===== src/rie_consts.svh =====
// rie_consts.svh: offsets, field values, reset values and sizes of the
// reader command interpreter.
// Assumes inclusion by bare name from the package and the design modules.
//
// Overview of operation
// - hold-receiver command after an RN16 reply turns cause into 0x00 or 0xC0.
// - corrupted RN16 with cause 0x40 keeps receiver on, blocks transmit, no 0x80.
// - a corrupted EPC reply sets no cause bit; the cause register keeps its value.
// - after any other corrupted reception the cause register reads 0x41.
`ifndef RIE_CONSTS_SVH
`define RIE_CONSTS_SVH

// ==========================================================================
// register offsets
`define RIE_ADDR_RX_CTRL   6'h03
`define RIE_ADDR_CAUSE     6'h0C
`define RIE_ADDR_FSTAT     6'h0D
`define RIE_ADDR_FIFO      6'h1F

// ==========================================================================
// field values and reset values
`define RIE_RX_CTRL_RST    8'h00
`define RIE_RX_CTRL_HOLD   8'h0A
`define RIE_CAUSE_RST      8'h00
`define RIE_CAUSE_TX       8'h80
`define RIE_CAUSE_RX       8'h40
`define RIE_CAUSE_ERR      8'h01
`define RIE_CMD_BIT        7
`define RIE_READ_BIT       6

// ==========================================================================
// direct commands
`define RIE_CMD_FIFO_RST   8'h8F
`define RIE_CMD_REQ_HANDLE 8'h9F
`define RIE_CMD_TX_FIRST   8'h90
`define RIE_CMD_TX_LAST    8'h92
`define RIE_CMD_RX_HOLD    8'h96

// ==========================================================================
// reception kinds and results from the decoder
`define RIE_KIND_RN16      2'h0
`define RIE_KIND_EPC       2'h1
`define RIE_RXST_OK        2'h0
`define RIE_RXST_CRC       2'h1
`define RIE_RXST_COLL      2'h2

// ==========================================================================
// sizes
`define RIE_FIFO_DEPTH     24

`endif


===== src/rie_pkg.sv =====
// rie_pkg.sv: types of the reader command interpreter.
// Assumes rie_consts.svh is on the include path.
`include "rie_consts.svh"
package rie_pkg;
  typedef enum logic [1:0] {
    RIE_PS_IDLE,
    RIE_PS_WRITE,
    RIE_PS_READ
  } rie_port_state_t;
endpackage


===== src/rie_link_if.sv =====
// rie_link_if.sv: byte link between serial slave and core.
// Assumes both ends run on mclk.
interface rie_link_if;
  logic       byte_valid;
  logic [7:0] byte_data;
  logic       byte_first;
  logic       tx_load;
  logic [7:0] tx_data;
  modport spi  (output byte_valid, byte_data, byte_first,
                input  tx_load, tx_data);
  modport core (input  byte_valid, byte_data, byte_first,
                output tx_load, tx_data);
endinterface


===== src/rie_core.sv =====
// rie_core.sv: top of the reader command interpreter: register file,
// direct commands, interrupt cause and the shared 24 byte queue.
// Assumes decoder and transmitter strobes are on mclk; pins are not.
`include "rie_consts.svh"
module rie_core
  import rie_pkg::*;
#(
  parameter int FIFO_DEPTH = `RIE_FIFO_DEPTH
) (
  input  wire logic       mclk,          // system clock, 250 MHz
  input  wire logic       rst,           // async reset, high
  input  wire logic       ce,            // clock enable
  input  wire logic       chip_en,       // chip enable pin, low sleeps
  input  wire logic       spi_sclk,      // serial clock pin
  input  wire logic       spi_cs_n,      // frame select pin, low active
  input  wire logic       spi_mosi,      // serial data in pin
  output logic            spi_miso_o,    // serial data out
  output logic            spi_miso_oe,   // serial data out enable
  input  wire logic       rx_byte_valid, // decoder byte strobe
  input  wire logic [7:0] rx_byte,       // decoder byte
  input  wire logic       rx_done,       // end of reception strobe
  input  wire logic [1:0] rx_kind,       // reply kind at rx_done
  input  wire logic [1:0] rx_status,     // reply result at rx_done
  input  wire logic       tx_done,       // end of transmission strobe
  output logic            tx_start,      // transmit request pulse
  output logic [7:0]      tx_cmd,        // command that started transmit
  output logic            rx_enable,     // receiver enable level
  output logic            irq            // interrupt pin, high active
);
  localparam int PW = $clog2(FIFO_DEPTH);
  localparam int CW = $clog2(FIFO_DEPTH + 1);
  localparam logic [PW-1:0] LAST_IDX = PW'(FIFO_DEPTH - 1);
  localparam logic [CW-1:0] FULL_CNT = CW'(FIFO_DEPTH);

  // ========================================================================
  // serial slave
  rie_link_if link ();
  rie_spi_slave u_spi (
    .mclk    (mclk),
    .rst     (rst),
    .ce      (ce),
    .sclk    (spi_sclk),
    .cs_n    (spi_cs_n),
    .mosi    (spi_mosi),
    .miso_o  (spi_miso_o),
    .miso_oe (spi_miso_oe),
    .link    (link)
  );

  // ========================================================================
  // chip enable synchroniser, low level clears the core
  logic en_s1;
  logic awake;
  always_ff @(posedge mclk or posedge rst) begin
    if (rst) begin
      en_s1 <= 1'b0;
      awake <= 1'b0;
    end else if (ce) begin
      en_s1 <= chip_en;
      awake <= en_s1;
    end
  end

  // ========================================================================
  // access decode
  rie_port_state_t ps_reg;
  logic [5:0]      addr_reg;
  logic [7:0]      rx_ctrl_reg;
  logic [7:0]      cause_reg;
  logic            tx_blocked_reg;
  logic            hold_reg;
  logic            last_rn16_reg;
  logic [7:0]      fifo_mem [FIFO_DEPTH];
  logic [PW-1:0]   wr_ptr;
  logic [PW-1:0]   rd_ptr;
  logic [CW-1:0]   count;
  logic            q_shown_reg;
  logic            peek_ok;
  logic [PW-1:0]   rd_step;
  logic [PW-1:0]   peek_ptr;

  logic       b_cmd;
  logic       rd_hit;
  logic       wr_hit;
  logic       cmd_hit;
  logic [5:0] acc_addr;
  logic [5:0] addr_inc;
  logic       is_tx_cmd;
  logic       hold_cmd;

  assign b_cmd    = link.byte_data[`RIE_CMD_BIT];
  assign acc_addr = link.byte_first ? link.byte_data[5:0] : addr_reg;
  assign addr_inc = (acc_addr == `RIE_ADDR_FIFO) ? acc_addr
                                                 : acc_addr + 6'h01;
  assign cmd_hit  = awake & link.byte_valid & link.byte_first & b_cmd;
  assign rd_hit   = awake & link.byte_valid &
                    (link.byte_first ? (~b_cmd &
                                        link.byte_data[`RIE_READ_BIT])
                                     : (ps_reg == RIE_PS_READ));
  assign wr_hit   = awake & link.byte_valid & ~link.byte_first &
                    (ps_reg == RIE_PS_WRITE);
  assign is_tx_cmd = (link.byte_data >= `RIE_CMD_TX_FIRST &&
                      link.byte_data <= `RIE_CMD_TX_LAST) ||
                     link.byte_data == `RIE_CMD_REQ_HANDLE;
  assign hold_cmd  = cmd_hit & (link.byte_data == `RIE_CMD_RX_HOLD);

  always_ff @(posedge mclk or posedge rst) begin
    if (rst) begin
      ps_reg   <= RIE_PS_IDLE;
      addr_reg <= 6'h00;
    end else if (ce) begin
      if (!awake) begin
        ps_reg   <= RIE_PS_IDLE;
        addr_reg <= 6'h00;
      end else if (link.byte_valid && link.byte_first) begin
        case ({b_cmd, link.byte_data[`RIE_READ_BIT]})
          2'b00: begin
            ps_reg   <= RIE_PS_WRITE;
            addr_reg <= link.byte_data[5:0];
          end
          2'b01: begin
            ps_reg   <= RIE_PS_READ;
            addr_reg <= addr_inc;
          end
          default: ps_reg <= RIE_PS_IDLE;
        endcase
      end else if (rd_hit || wr_hit) begin
        addr_reg <= addr_inc;
      end
    end
  end

  // ========================================================================
  // read data towards the serial slave
  logic [7:0] rd_mux;
  always_comb begin
    rd_mux = 8'h00;
    case (acc_addr)
      `RIE_ADDR_RX_CTRL: rd_mux = rx_ctrl_reg;
      `RIE_ADDR_CAUSE:   rd_mux = cause_reg;
      `RIE_ADDR_FSTAT:   rd_mux = 8'(count);
      `RIE_ADDR_FIFO:    rd_mux = peek_ok ? fifo_mem[peek_ptr] : 8'h00;
      default:           rd_mux = 8'h00;
    endcase
  end

  always_ff @(posedge mclk or posedge rst) begin
    if (rst) begin
      link.tx_load <= 1'b0;
      link.tx_data <= 8'h00;
    end else if (ce) begin
      link.tx_load <= rd_hit;
      if (rd_hit) link.tx_data <= rd_mux;
    end
  end

  // ========================================================================
  // receiver control register
  always_ff @(posedge mclk or posedge rst) begin
    if (rst) rx_ctrl_reg <= `RIE_RX_CTRL_RST;
    else if (ce) begin
      if (!awake) rx_ctrl_reg <= `RIE_RX_CTRL_RST;
      else if (wr_hit && acc_addr == `RIE_ADDR_RX_CTRL)
        rx_ctrl_reg <= link.byte_data;
    end
  end

  // ========================================================================
  // queue shared by decoder and host, decoder wins a clash
  logic       push;
  logic       pop;
  logic       flush;
  logic [7:0] push_data;
  assign flush     = cmd_hit & (link.byte_data == `RIE_CMD_FIFO_RST);
  assign push      = awake & (rx_byte_valid |
                     (wr_hit & acc_addr == `RIE_ADDR_FIFO)) &
                     (count != FULL_CNT);
  // queue byte leaves only once the next byte shows it was clocked out,
  // so the prefetch at the last byte of a frame loses nothing
  assign pop       = q_shown_reg & rd_hit & ~link.byte_first &
                     (count != '0);
  assign rd_step   = (rd_ptr == LAST_IDX) ? '0 : rd_ptr + 1'b1;
  assign peek_ptr  = pop ? rd_step : rd_ptr;
  assign peek_ok   = pop ? (count > CW'(1)) : (count != '0);
  assign push_data = rx_byte_valid ? rx_byte : link.byte_data;

  always_ff @(posedge mclk) begin
    if (ce && push) fifo_mem[wr_ptr] <= push_data;
  end

  // queue byte sits in the serial shifter
  always_ff @(posedge mclk or posedge rst) begin
    if (rst) q_shown_reg <= 1'b0;
    else if (ce) begin
      if (!awake || flush) q_shown_reg <= 1'b0;
      else if (link.byte_valid)
        q_shown_reg <= rd_hit & (acc_addr == `RIE_ADDR_FIFO) & peek_ok;
    end
  end

  always_ff @(posedge mclk or posedge rst) begin
    if (rst) begin
      wr_ptr <= '0;
      rd_ptr <= '0;
      count  <= '0;
    end else if (ce) begin
      if (!awake || flush) begin
        wr_ptr <= '0;
        rd_ptr <= '0;
        count  <= '0;
      end else begin
        if (push) wr_ptr <= (wr_ptr == LAST_IDX) ? '0 : wr_ptr + 1'b1;
        if (pop)  rd_ptr <= (rd_ptr == LAST_IDX) ? '0 : rd_ptr + 1'b1;
        if (push && !pop) count <= count + 1'b1;
        else if (pop && !push) count <= count - 1'b1;
      end
    end
  end

  // ========================================================================
  // reception results and transmit blocking
  logic rn16_crc;
  assign rn16_crc = rx_done & (rx_kind == `RIE_KIND_RN16) &
                    (rx_status == `RIE_RXST_CRC);

  always_ff @(posedge mclk or posedge rst) begin
    if (rst) begin
      tx_blocked_reg <= 1'b0;
      hold_reg       <= 1'b0;
      last_rn16_reg  <= 1'b0;
    end else if (ce) begin
      if (!awake) begin
        tx_blocked_reg <= 1'b0;
        hold_reg       <= 1'b0;
        last_rn16_reg  <= 1'b0;
      end else begin
        if (rn16_crc) tx_blocked_reg <= 1'b1;
        if (hold_cmd) hold_reg <= 1'b1;
        else if (cmd_hit && is_tx_cmd) hold_reg <= 1'b0;
        if (rx_done)
          last_rn16_reg <= (rx_kind == `RIE_KIND_RN16) &&
                           (rx_status == `RIE_RXST_OK);
        else if (tx_start) last_rn16_reg <= 1'b0;
      end
    end
  end

  // blocked transmitter keeps the receiver listening
  assign rx_enable = awake & (tx_blocked_reg |
                     ~(hold_reg | rx_ctrl_reg == `RIE_RX_CTRL_HOLD));

  always_ff @(posedge mclk or posedge rst) begin
    if (rst) begin
      tx_start <= 1'b0;
      tx_cmd   <= 8'h00;
    end else if (ce) begin
      tx_start <= cmd_hit & is_tx_cmd & ~tx_blocked_reg;
      if (cmd_hit && is_tx_cmd && !tx_blocked_reg)
        tx_cmd <= link.byte_data;
    end
  end

  // ========================================================================
  // interrupt cause, set wins over the clear on read
  logic [7:0] cause_set;
  logic [7:0] cause_keep;
  logic       cause_clr;
  assign cause_clr = rd_hit & (acc_addr == `RIE_ADDR_CAUSE);

  always_comb begin
    cause_set = 8'h00;
    if (tx_done && !tx_blocked_reg) cause_set = cause_set | `RIE_CAUSE_TX;
    if (rx_done) begin
      case (rx_status)
        `RIE_RXST_OK:   cause_set = cause_set | `RIE_CAUSE_RX;
        `RIE_RXST_CRC: begin
          if (rx_kind == `RIE_KIND_RN16)
            cause_set = cause_set | `RIE_CAUSE_RX;
          else if (rx_kind == `RIE_KIND_EPC)
            cause_set = cause_set;
          else
            cause_set = cause_set | `RIE_CAUSE_RX |
                        `RIE_CAUSE_ERR;
        end
        default: cause_set = cause_set | `RIE_CAUSE_RX |
                             `RIE_CAUSE_ERR;
      endcase
    end
  end

  always_comb begin
    cause_keep = cause_reg;
    if (hold_cmd && last_rn16_reg)
      cause_keep = cause_reg[7] ? (`RIE_CAUSE_TX | `RIE_CAUSE_RX)
                                : 8'h00;
    else if (cause_clr)
      cause_keep = 8'h00;
  end

  always_ff @(posedge mclk or posedge rst) begin
    if (rst) cause_reg <= `RIE_CAUSE_RST;
    else if (ce) begin
      if (!awake) cause_reg <= `RIE_CAUSE_RST;
      else cause_reg <= cause_keep | cause_set;
    end
  end

  assign irq = (cause_reg != 8'h00);
endmodule


===== src/rie_spi_slave.sv =====
// rie_spi_slave.sv: mode 0 serial slave, bytes in and out.
// Assumes sclk well below a fifth of mclk; pins are asynchronous.
module rie_spi_slave (
  input  wire logic mclk,       // system clock
  input  wire logic rst,        // async reset, high
  input  wire logic ce,         // clock enable
  input  wire logic sclk,       // serial clock pin
  input  wire logic cs_n,       // frame select pin, low active
  input  wire logic mosi,       // serial data in pin
  output logic      miso_o,     // serial data out
  output logic      miso_oe,    // serial data out enable
  rie_link_if.spi   link        // byte link to core
);
  // ========================================================================
  // pin synchronisers
  logic [2:0] pin_in;
  logic [2:0] sync1;
  logic [2:0] sync2;
  assign pin_in = {mosi, cs_n, sclk};

  genvar gi;
  generate
    for (gi = 0; gi < 3; gi++) begin : g_sync
      always_ff @(posedge mclk or posedge rst) begin
        if (rst) begin
          sync1[gi] <= 1'b1;
          sync2[gi] <= 1'b1;
        end else if (ce) begin
          sync1[gi] <= pin_in[gi];
          sync2[gi] <= sync1[gi];
        end
      end
    end
  endgenerate

  // ========================================================================
  // edge detection
  logic sclk_d;
  logic sel;
  logic rise;
  logic fall;
  always_ff @(posedge mclk or posedge rst) begin
    if (rst) sclk_d <= 1'b0;
    else if (ce) sclk_d <= sync2[0];
  end
  assign sel  = ~sync2[1];
  assign rise = sel & sync2[0] & ~sclk_d;
  assign fall = sel & ~sync2[0] & sclk_d;

  // ========================================================================
  // receive shifter
  logic [2:0] bit_cnt;
  logic [7:0] rx_shift;
  logic       first_reg;
  always_ff @(posedge mclk or posedge rst) begin
    if (rst) begin
      bit_cnt         <= 3'h0;
      rx_shift        <= 8'h00;
      first_reg       <= 1'b1;
      link.byte_valid <= 1'b0;
      link.byte_data  <= 8'h00;
      link.byte_first <= 1'b0;
    end else if (ce) begin
      link.byte_valid <= 1'b0;
      if (!sel) begin
        bit_cnt   <= 3'h0;
        first_reg <= 1'b1;
      end else if (rise) begin
        rx_shift <= {rx_shift[6:0], sync2[2]};
        bit_cnt  <= bit_cnt + 3'h1;
        if (bit_cnt == 3'h7) begin
          link.byte_valid <= 1'b1;
          link.byte_data  <= {rx_shift[6:0], sync2[2]};
          link.byte_first <= first_reg;
          first_reg       <= 1'b0;
        end
      end
    end
  end

  // ========================================================================
  // transmit shifter, loads the held byte at each byte boundary
  logic [7:0] tx_hold;
  logic [7:0] tx_shift;
  always_ff @(posedge mclk or posedge rst) begin
    if (rst) begin
      tx_hold  <= 8'h00;
      tx_shift <= 8'h00;
    end else if (ce) begin
      if (link.tx_load) tx_hold <= link.tx_data;
      else if (!sel) tx_hold <= 8'h00;
      if (!sel) tx_shift <= 8'h00;
      else if (fall && bit_cnt == 3'h0) tx_shift <= tx_hold;
      else if (fall) tx_shift <= {tx_shift[6:0], 1'b0};
    end
  end
  assign miso_o  = tx_shift[7];
  assign miso_oe = sel;
endmodule


===== config.mk =====
export PLATFORM = sky130hd
export DESIGN_NAME = rie_core
export DESIGN_NICKNAME = d
export VERILOG_FILES = /design/src/rie_pkg.sv /design/src/rie_link_if.sv /design/src/rie_core.sv /design/src/rie_spi_slave.sv
export VERILOG_INCLUDE_DIRS = /design/src
export SDC_FILE = /design/constraint.sdc
export NUM_CORES = 1
export LEC_CHECK = 0
export BUFFER_PORTS_ARGS = -buffer_cell sky130_fd_sc_hd__buf_4
export CORE_ASPECT_RATIO = 1.4
export CORE_MARGIN = 2
export CORE_UTILIZATION = 35
export CTS_BUF_LIST = sky130_fd_sc_hd__clkbuf_8
export DETAILED_ROUTE_END_ITERATION = 10
export PLACE_DENSITY = 0.49
export SETUP_SLACK_MARGIN = 0.3
export SYNTH_ARGS = -nofsm -noshare
export SYNTH_HDL_FRONTEND = slang
export SYNTH_SLANG_ARGS = --single-unit
export TNS_END_PERCENT = 50

===== constraint.sdc =====
create_clock -name mclk -period 3.2 [get_ports mclk]
set_input_delay 0.32 -clock mclk [delete_from_list [all_inputs] [get_ports mclk]]
set_output_delay 0.32 -clock mclk [all_outputs]
set_load 0.02 [all_outputs]

# ---- Yosys cells after proc, flatten, opt, wreduce, memory -nomap -nowiden
# Memory sizes are Yosys's and may differ from the RTL's.
# Cells that the tools add are included.
dict set report totals {
  register_bits 107
  mem_bits_rw 192
  output_inout_bits 13
  word_cells 212
  memories 1
}
dict set report op_classes {
  n_addsub 6
  magnitude_cmp 3
  eq_ne 24
  muxes 59
  bitwise 38
  reduce_logical 49
}
# memory depth width rd rd_clocked_by_memory_dff write_ports line_no
set memory_table {}
lappend memory_table {fifo_mem 24 8 1 0 1 rie_core.sv:73} ;# logic [7:0] fifo_mem [FIFO_DEPTH];
# cell count
set ops {}
lappend ops {{$mux W8} 14}
lappend ops {{$mux W5} 9}
lappend ops {{$pmux W8 S4} 1}
lappend ops {{$mux W6} 5}
lappend ops {{$and A1 B1 Y1} 27}
lappend ops {{$reduce_and A2 Y1} 13}
lappend ops {{$eq A8 B8 Y1 const B} 3}
lappend ops {{$mux W7} 3}
lappend ops {{$mux W1} 20}
lappend ops {{$add A5 B1 Y5 const B} 3}
lappend ops {{$pmux W7 S2} 1}
lappend ops {{$eq A6 B4 Y1 const B} 2}
lappend ops {{$logic_and A1 B1 Y1} 12}
lappend ops {{$pmux W6 S2} 1}
lappend ops {{$eq A5 B5 Y1 const B} 2}
lappend ops {{$reduce_bool A2 Y1} 5}
lappend ops {{$reduce_and A3 Y1} 3}
lappend ops {{$eq A2 B1 Y1 const B} 4}
lappend ops {{$eq A8 B4 Y1 const B} 1}
lappend ops {{$ge A8 B8 Y1 const B} 1}
lappend ops {{$le A8 B8 Y1 const B} 1}
lappend ops {{$or A8 B8 Y8} 1}
lappend ops {{$reduce_bool A8 Y1} 1}
lappend ops {{$not A1 Y1} 7}
lappend ops {{other kinds (24)} 39}

# ---- Logic depth before layout (Yosys ltp)
# Gate-level depths: netlist (run 1).
dict set report logic_depth {
  depth_word 12
  depth_mapped 13
  mapped_depth_nobuf 10
}

# ---- Modules after synthesis
# A second synthesis (run 1) with hierarchy kept.
dict set report unflattened {
  hier_cells 1059
  hier_area_um2 13400.4
}
# module n_inst cells_per_inst area_per_inst_um2
set modules_own_cells {}
lappend modules_own_cells {rie_core 1 933 11541.1}
lappend modules_own_cells {rie_spi_slave 1 126 1859.3}

# ---- Worst setup path after synthesis (run 1)
# Ideal clock, no wire load.
dict set report synth_path {
  kind {register to register}
  startpoint {register u_spi.link.byte_first}
  endpoint {memory fifo_mem[20][0] (enable)}
  setup_ps 370
  arrival_ps 2926
  t_required_ps 2830
  slack_ps -96
  path_stages_with_launch 13
  n_path_buf 2
  period_less_slack_ps 3296
  path_cell_list {dfrtp_1 buf_2 clkbuf_1 mux2i_1 inv_1 ha_1 inv_1 a221oi_4 a21oi_1 or2_2 nor2_1 nand2_1 nor2_1}
}
dict set report synth_via {
  elab_chain_cells 10
}
# item line_no
set synth_lines {}
lappend synth_lines {{start, declared} rie_link_if.sv:9} ;# modport spi (output byte_valid, byte_data, byte_first,
lappend synth_lines {{start signal, assigned} rie_spi_slave.sv:74} ;# link.byte_first <= first_reg;
lappend synth_lines {{branches (longest 3 deep; another with $mux W6)} --}
lappend synth_lines {{$and A1 B1 Y1 (no line) *} --}
lappend synth_lines {{$or A1 B1 Y1 *} rie_core.sv:175} ;# assign push = awake & (rx_byte_valid |
lappend synth_lines {{$and A1 B1 Y1 * (2 in a row)} rie_core.sv:175}
lappend synth_lines {{$logic_and A1 B1 Y1 *} rie_core.sv:188} ;# if (ce && push) fifo_mem[wr_ptr] <= push_data;
lappend synth_lines {{$mux W1 *} rie_core.sv:188}
lappend synth_lines {{$mux W1 (not written as such) *} rie_core.sv:188}
lappend synth_lines {{end, declared} rie_core.sv:73}
# Mark *: on every way between the ends.

# ---- Worst setup path in the final report (run 1)
dict set report layout_path {
  startpoint {register count[0]}
  endpoint {register link.tx_data[5]}
}
dict set report layout_via {
  elab_chain_cells 6
}
# item line_no
set layout_lines {}
lappend layout_lines {{start, declared} rie_core.sv:76} ;# logic [CW-1:0] count;
lappend layout_lines {{start signal, assigned} rie_core.sv:214} ;# if (push && !pop) count <= count + 1'b1;
lappend layout_lines {{start signal, assigned} rie_core.sv:215} ;# else if (pop && !push) count <= count - 1'b1;
lappend layout_lines {{$reduce_bool A5 Y1} {rie_core.sv:181, rie_core.sv:184}}
lappend layout_lines {{$and A1 B1 Y1} rie_core.sv:180} ;# assign pop = q_shown_reg & rd_hit & ~link.byte_first &
lappend layout_lines {{$mux W5} --}
lappend layout_lines {{$mem_v2 Z24 W8} --}
lappend layout_lines {{$mux W8 *} rie_core.sv:142} ;# `RIE_ADDR_FIFO: rd_mux = peek_ok ? fifo_mem[peek_ptr] : 8'h00;
lappend layout_lines {{$pmux W8 S4 *} rie_core.sv:138} ;# case (acc_addr)
lappend layout_lines {{end signal, assigned} rie_core.sv:153} ;# if (rd_hit) link.tx_data <= rd_mux;
lappend layout_lines {{end, declared} rie_link_if.sv:8} ;# logic [7:0] tx_data;
# Mark *: on every way between the ends. The rest lies on a longest branch, timed or not.
# A chain may end at the register's enable or synchronous reset.

==> impl_metrics.json, run 1 <==
{
  "final_area_sq_um": 16600,
  "synth_xor_area_frac": 0.00329,
  "max_cap_viol_count": 0,
  "critPathRequiredTime_ps": 3640,
  "layout_commonest_cell": "edfxtp_1",
  "syn_inst": 1020,
  "worst_hold_slack_ps": 85.1,
  "yosys-mux-area-fraction": 0.100,
  "met3_usage": 0.0295,
  "cts.sink_count": 294,
  "worstSetupStartpointType": "register",
  "gr-total-overflow": 0,
  "detail_route.iter0.violations": 524,
  "grt_pass1_wl_um": 58200,
  "ys_types": 79,
  "dp_hpwl_um": 26600,
  "crit_type": "register to register",
  "antenna_cells": 0,
  "fp-row-count": 84,
  "h-tree-depth": 2,
  "maxSlewHeadroom": 0.509,
  "chipHeight_um": 235,
  "crit_arrival_ps": 3360,
  "synth_top_family_by_area": "compound AO/OA/AOI/OAI gates",
  "grt_pass1_vias": 9465,
  "cts_root_buffer": "clkbuf_8",
  "clock.fmax_mhz": 343,
  "yosysWarnings": 0,
  "slew_viol_final": 0,
  "syn_to_final_growth_pct": 25.0,
  "top_usage_layer": "met2",
  "fin_crit_sh": 0.912,
  "dr_total_vias": 9027,
  "pin_count": 35,
  "synth_compound_area_frac": 0.128,
  "drc_errors": 0,
  "start_util": 0.354,
  "gp_congestion": 0.853,
  "cts_max_path_buffers": 3,
  "grt_util_met1": 0.230,
  "yosysSeqAreaShare": 0.626,
  "regMostFlops": "fifo_mem",
  "worstSetupEndpointType": "register",
  "grtUsageTotal": 0.195,
  "routedWlPerCell_um": 22.6,
  "utilization": 0.443,
  "drive_gt1_frac": 0.306,
  "worstPathMaxFanout": 10,
  "synth_top_flop_cell": "edfxtp_1",
  "ant_nets": 0,
  "peakVddDrop_v": 0.000219,
  "worst_pin_slew_ps": 736,
  "worstSkewPairLatency_ps": 590,
  "outcome": "finished, final reports clean",
  "hold_viol_final": 0,
  "synthesis.nets": 1057,
  "power_density_nw_per_um2": 488,
  "final_cell_mix": "edfxtp_1, buf_4, nand2_1",
  "yosys.area_share.adder": 0.0141,
  "nets": 1219,
  "syn_area_per_cell_sq_um": 13.0,
  "portBuffers": 34,
  "async_flop_share": 0.347,
  "cts_buffers": 48,
  "place_area_sq_um": 14900,
  "die-area_sq_um": 39600,
  "period_needed_ps": 2920,
  "rsz0062_at_grt": "yes",
  "yosys.area_share.simple": 0.103,
  "drt_wl_total_um": 38300,
  "syn_area_sq_um": 13300,
  "synth_edf_count": 192,
  "skew_ps": 25.9,
  "die_x_um": 169,
  "finalSetupViolCount": 0,
  "cts.clk_slew.worst_paths_ps": 70,
  "dr.pass1.iters": 5,
  "core_sq_um": 37500,
  "antenna_found_initial": 0,
  "largest_reg_flops": 192,
  "power_leakage_nw": 6.11,
  "synth_seq_cells": 294,
  "vias_per_cell": 5.34,
  "hold_class": "input pin to register",
  "cts_tree": "built",
  "grt_use_met2": 0.352,
  "grt_max_degree": 103
}
-- where the power goes --
part           internal, W  switching [W]  total [W]
Combinational     0.000363       0.000461   0.000824
Clock              0.00152        0.00149    0.00301
Sequential         0.00418       0.000102    0.00428
-- path summary, 6_finish.rpt --
path,slack [ps],depth (start not counted),end,start
setup / recovery,280,12,link.tx_data[5],count[0]
hold / removal,90,4,tx_blocked_reg,rx_kind[0]
setup reg to reg,280,12,link.tx_data[5],count[0]
hold reg to reg,460,1,tx_cmd[7],tx_cmd[7]
max in group asynchronous,2250,4,u_spi.link.byte_first,rst
min in group asynchronous,430,4,u_spi.sclk_d,rst
-- cell type report --
cell class / instances / area, sq um
clock buffer: 53 / 729
multi-input combinational: 655 / 5260
timing repair buffer: 162 / 1500
tap: 473 / 592
fill: 3469 / 20900
clock inverter: 32 / 135
sequential: 294 / 8330
inverter: 21 / 82.6
-- critical path, cell delays in order, from the launching register on --
cell and delay, ps:
dfrtp_1 360, inv_2 60, ha_4 150, nor4b_4 140, buf_4 150, or4_4 640, nand2_8 180, buf_12 160
buf_12 140, mux2i_4 240, o31ai_2 80, o31a_1 290, a2bb2oi_1 160
-- cells by family after synthesis --
group | after synthesis
buffers and inverters | 72
multiplexers | 120
AO/OA/AOI/OAI | 239
AND/OR/NAND/NOR | 275
XOR/XNOR | 5
adder cells (fa/ha/maj) | 15
flip-flops | 294
-- layer usage --
layer / wire length, um / part of all wire
met1: 15100 / 0.39
met2: 20200 / 0.53
met3: 1510 / 0.040
met4: 1490 / 0.039
met5: 0 / 0
-- what timing repair did --
action | CTS | global route
buffers inserted | 24 | 8
endpoints found under the setup margin | 144 | 208
hold buffers | 6 | 0
gates resized for setup | 29 | 46
gates cloned | 1 | 0
hold endpoints to repair | 100 | 0
pin swaps | 17 | 26
-- synth_stat cells (4+ instances only) --
cell	n	area, sq um
a211o_1	5	43.8
nand2_1	105	394
nor2_1	59	221
nor4_1	5	31.3
nor2b_1	8	50.1
a32oi_1	16	140
o211ai_1	9	67.6
inv_1	21	78.8
buf_4	9	67.6
buf_2	13	65.1
a21oi_1	42	210
mux2_2	42	473
mux2i_1	71	711
a31oi_1	4	25.0
o22ai_1	6	37.5
nand3b_1	9	67.6
a21boi_0	6	45.0
mux4_2	6	135
dfrtp_1	95	2380
a221o_1	5	50.1
nor3_1	10	50.1
nand3_1	29	145
or2_2	4	25.0
a22oi_1	5	37.5
a22o_1	23	201
a21o_1	5	37.5
nand2b_1	6	37.5
a211oi_1	16	120
clkbuf_1	23	86.3
dfstp_2	7	184
o31ai_1	10	75.1
edfxtp_1	192	5770
ha_1	15	188
and3_1	5	31.3
nand4b_1	4	35.0
or3_1	9	56.3
o21ai_0	52	260
-- per-stage QoR --
stage	setup TNS [ps]	std cells	power [W]	setup WS (ps)
2_1_floorplan	0	1020	0.00481	325
3_3_place_gp	-536	1566	0.00511	-536
3_5_place_dp	-416	1566	0.00512	-416
4_1_cts	0	1682	0.00820	269
5_1_grt	0	1690	0.00848	138
6_report	0	1690	0.00811	280
(Power assumes the default switching activity.)
==> inputs of run 2 (changes only) <==
--- a/config.mk
+++ b/config.mk
@@ -6,12 +6,15 @@
 export SDC_FILE = /design/constraint.sdc
 export NUM_CORES = 1
 export LEC_CHECK = 0
+export ABC_AREA = 1
 export BUFFER_PORTS_ARGS = -buffer_cell sky130_fd_sc_hd__buf_4
+export CAP_MARGIN = 15
 export CORE_ASPECT_RATIO = 1.4
 export CORE_MARGIN = 2
 export CORE_UTILIZATION = 35
 export CTS_BUF_LIST = sky130_fd_sc_hd__clkbuf_8
 export DETAILED_ROUTE_END_ITERATION = 10
+export GPL_ROUTABILITY_DRIVEN = 0
 export PLACE_DENSITY = 0.49
 export SETUP_SLACK_MARGIN = 0.3
 export SYNTH_ARGS = -nofsm -noshare
==> run 2 against run 1 <==
  * Wire length fell by 1.6%
  * First-iteration DRC count rose by 4.8%
  * Global-route usage fell by 0.81 points
  * Largest cell class unchanged
  * Largest power group unchanged
  * Highest routed layer unchanged
==> impl_metrics.json, run 2 <==
{
  "cp-startpoint": "count[0]",
  "fin_tns_setup_ps": 0,
  "clock.fmax_mhz": 371,
  "n_fill_cell": 3629,
  "dp_hpwl_um": 24300,
  "skew_ps": 38.9,
  "utilization": 0.416,
  "worstPathMaxFanout": 18,
  "cts_buffers": 45,
  "seq_power_share": 0.542,
  "cts_max_path_buffers": 3,
  "start_util": 0.354,
  "routedWlPerCell_um": 19.0,
  "synthesis.nets": 1389,
  "grt_pass1_vias": 10100,
  "worst_pin_slew_ps": 819,
  "power_leakage_nw": 6.58,
  "dr.pass1.iters": 5,
  "synth.most_common_cell": "nand2_1",
  "fp-row-count": 84,
  "p_int_w": 0.00588,
  "synth_top_flop_cell": "edfxtp_1",
  "pwr-share-comb": 0.098,
  "antenna_found_initial": 1,
  "chipHeight_um": 234,
  "synth_seq_cells": 294,
  "die_x_um": 169,
  "rsz0062_at_grt": "yes",
  "gr-total-overflow": 0,
  "drive_gt1_frac": 0.145,
  "worstHoldStart": "rx_done",
  "peakVddDrop_v": 0.000278,
  "maxSlewHeadroom": 0.453,
  "crit_type": "register to register",
  "max_cap_viol_count": 0,
  "largest_reg_flops": 192,
  "detail_route.iter0.violations": 549,
  "grt_max_degree": 72,
  "critPathRequiredTime_ps": 3640,
  "ant_nets": 0,
  "yosys.area.top_type": "edfxtp_1",
  "crit_arrival_ps": 3140,
  "yosysSeqAreaShare": 0.628,
  "nets": 1512,
  "die-area_sq_um": 39500,
  "grt_pass1_wl_um": 56400,
  "slew_viol_final": 0,
  "p_clk_frac": 0.361,
  "outcome": "finished, final reports clean",
  "dr_total_vias": 10000,
  "ys_top_cells_by_count": "nand2_1, nand3_1, edfxtp_1",
  "vias_per_cell": 5.05,
  "drc_errors": 0,
  "worstSkewPairLatency_ps": 590,
  "place_area_sq_um": 14500,
  "period_needed_ps": 2700,
  "regMostFlops": "fifo_mem",
  "fin_crit_sh": 0.843,
  "switching_share": 0.258,
  "core_sq_um": 37500,
  "grtUsageTotal": 0.187,
  "syn_inst": 1352,
  "layout_commonest_cell": "nand2_1",
  "hold_class": "input pin to register",
  "cts.sink_count": 294,
  "pin_count": 35,
  "async_flop_share": 0.347,
  "worstSetupEndpointType": "register",
  "yosys-top-cells-area": "edfxtp_1, dfrtp_1, nand2_1",
  "cts_tree": "built",
  "portBuffers": 34,
  "final.setup.worst_slack_ps": 502,
  "hold_viol_final": 0,
  "final_cell_mix": "nand2_1, nand3_1, edfxtp_1",
  "cts_root_buffer": "clkbuf_8",
  "syn_area_per_cell_sq_um": 9.81,
  "finalSetupViolCount": 0,
  "h-tree-depth": 2,
  "cts.clk_slew.worst_paths_ps": 70,
  "ys_types": 42,
  "final_area_sq_um": 15600,
  "synth_top_area_share": 0.435,
  "yosysWarnings": 0,
  "syn_to_final_growth_pct": 17.6,
  "pre_cts_ws_ps": 354,
  "switchingPower_w": 0.00205,
  "worstSetupStartpointType": "register",
  "reg2reg_slack_ps": 500,
  "drt_wl_total_um": 37600,
  "synth_edf_count": 192,
  "reg2reg_from": "count[0]",
  "power_w": 0.00793,
  "power_density_nw_per_um2": 508,
  "syn_area_sq_um": 13300
}
## run 2: cell types whose count changed in the layout (fill, tap and decap cells not counted), sizes merged, moves of 10 or more
cell / change
a211oi: -16
a21oi: -24
a22o: -23
a32oi: -15
buf: -43
inv: +110
mux2: -42
mux2i: -72
nand2: +278
nand3: +219
o211ai: -10
o21ai: +19
o22ai: +22
## run 2: power groups by stage
| stage | Clock (W) | Sequential (W) | Combinational (W) |
|---|---|---|---|
| finish | 0.00286 | 0.00429 | 0.000775 |
| global route | 0.00311 | 0.00431 | 0.000884 |
| CTS | 0.00297 | 0.00429 | 0.000768 |
| detailed placement | 0 | 0.00437 | 0.000756 |
| global placement | 0 | 0.00437 | 0.000755 |
| floorplan | 0 | 0.00435 | 0.000480 |
## run 2: through the flow
step / hold WS, ps / instances
2_1_floorplan: 416 / 1352
3_3_place_gp: 452 / 1883
3_5_place_dp: 455 / 1883
4_1_cts: 17.2 / 1970
5_1_grt: 76.1 / 1981
6_report: 55.2 / 1981
## run 2: final timing paths
check,cells past startpoint,endpoint
setup / recovery,19,link.tx_data[1]
hold reg to reg,2,u_spi.sync1[0]
max in group asynchronous,4,q_shown_reg
setup reg to reg,19,link.tx_data[1]
min in group asynchronous,3,rx_ctrl_reg[0]
hold / removal,3,cause_reg[0]
## run 2: area by class of cell
class | count | area, sq um | share of cell area
diodes | 1 | 2.50 | 0.000160
repair buffers | 126 | 1140 | 0.0728
inverters | 131 | 500 | 0.0321
multi-input cells | 877 | 4250 | 0.272
clock buffers | 46 | 633 | 0.0406
clock inverters | 33 | 166 | 0.0107
flip-flops and latches | 294 | 8330 | 0.534
well taps | 473 | 592 | 0.0379
## run 2: cells by family after synthesis
family                   Yosys count  synth area share
XOR/XNOR                           7           0.00462
buffers and inverters            182            0.0583
flip-flops                       294             0.628
AND/OR/NAND/NOR                  714             0.233
AO/OA/AOI/OAI                    140            0.0622
adder cells (fa/ha/maj)           15            0.0141
## run 2: what timing repair did
action	4_1_cts	5_1_grt
setup endpoints to repair	0	56
hold endpoints to repair	38	0
setup buffers	0	4
hold buffers	8	0
gates resized for setup	0	13
## run 2: critical path, stage by stage (launching register included)
cell and delay, ps:
dfrtp_1 370, inv_1 70, ha_1 190, inv_1 60, nor2_2 60, a21oi_4 240, nand2_4 150, nand2_2 100
nand2_2 150, clkbuf_16 250, nand2_1 80, nand3_1 60, nand3_1 130, nand3_1 170, nand2_1 120, nand2_1 50
nand2_1 90, nand2_1 90, nand2_1 70, nand2_1 50
## run 2: layer usage
| layer | wire length [um] | up-vias | global-route usage | share of wire |
|---|---|---|---|---|
| met5 | 0 | - | 0 | 0 |
| met2 | 19500 | 274 | 0.343 | 0.52 |
| met1 | 14900 | 4786 | 0.216 | 0.39 |
| met4 | 1620 | 0 | 0.0870 | 0.043 |
| met3 | 1640 | 82 | 0.0277 | 0.043 |
| li1 | - | 4861 | - | - |
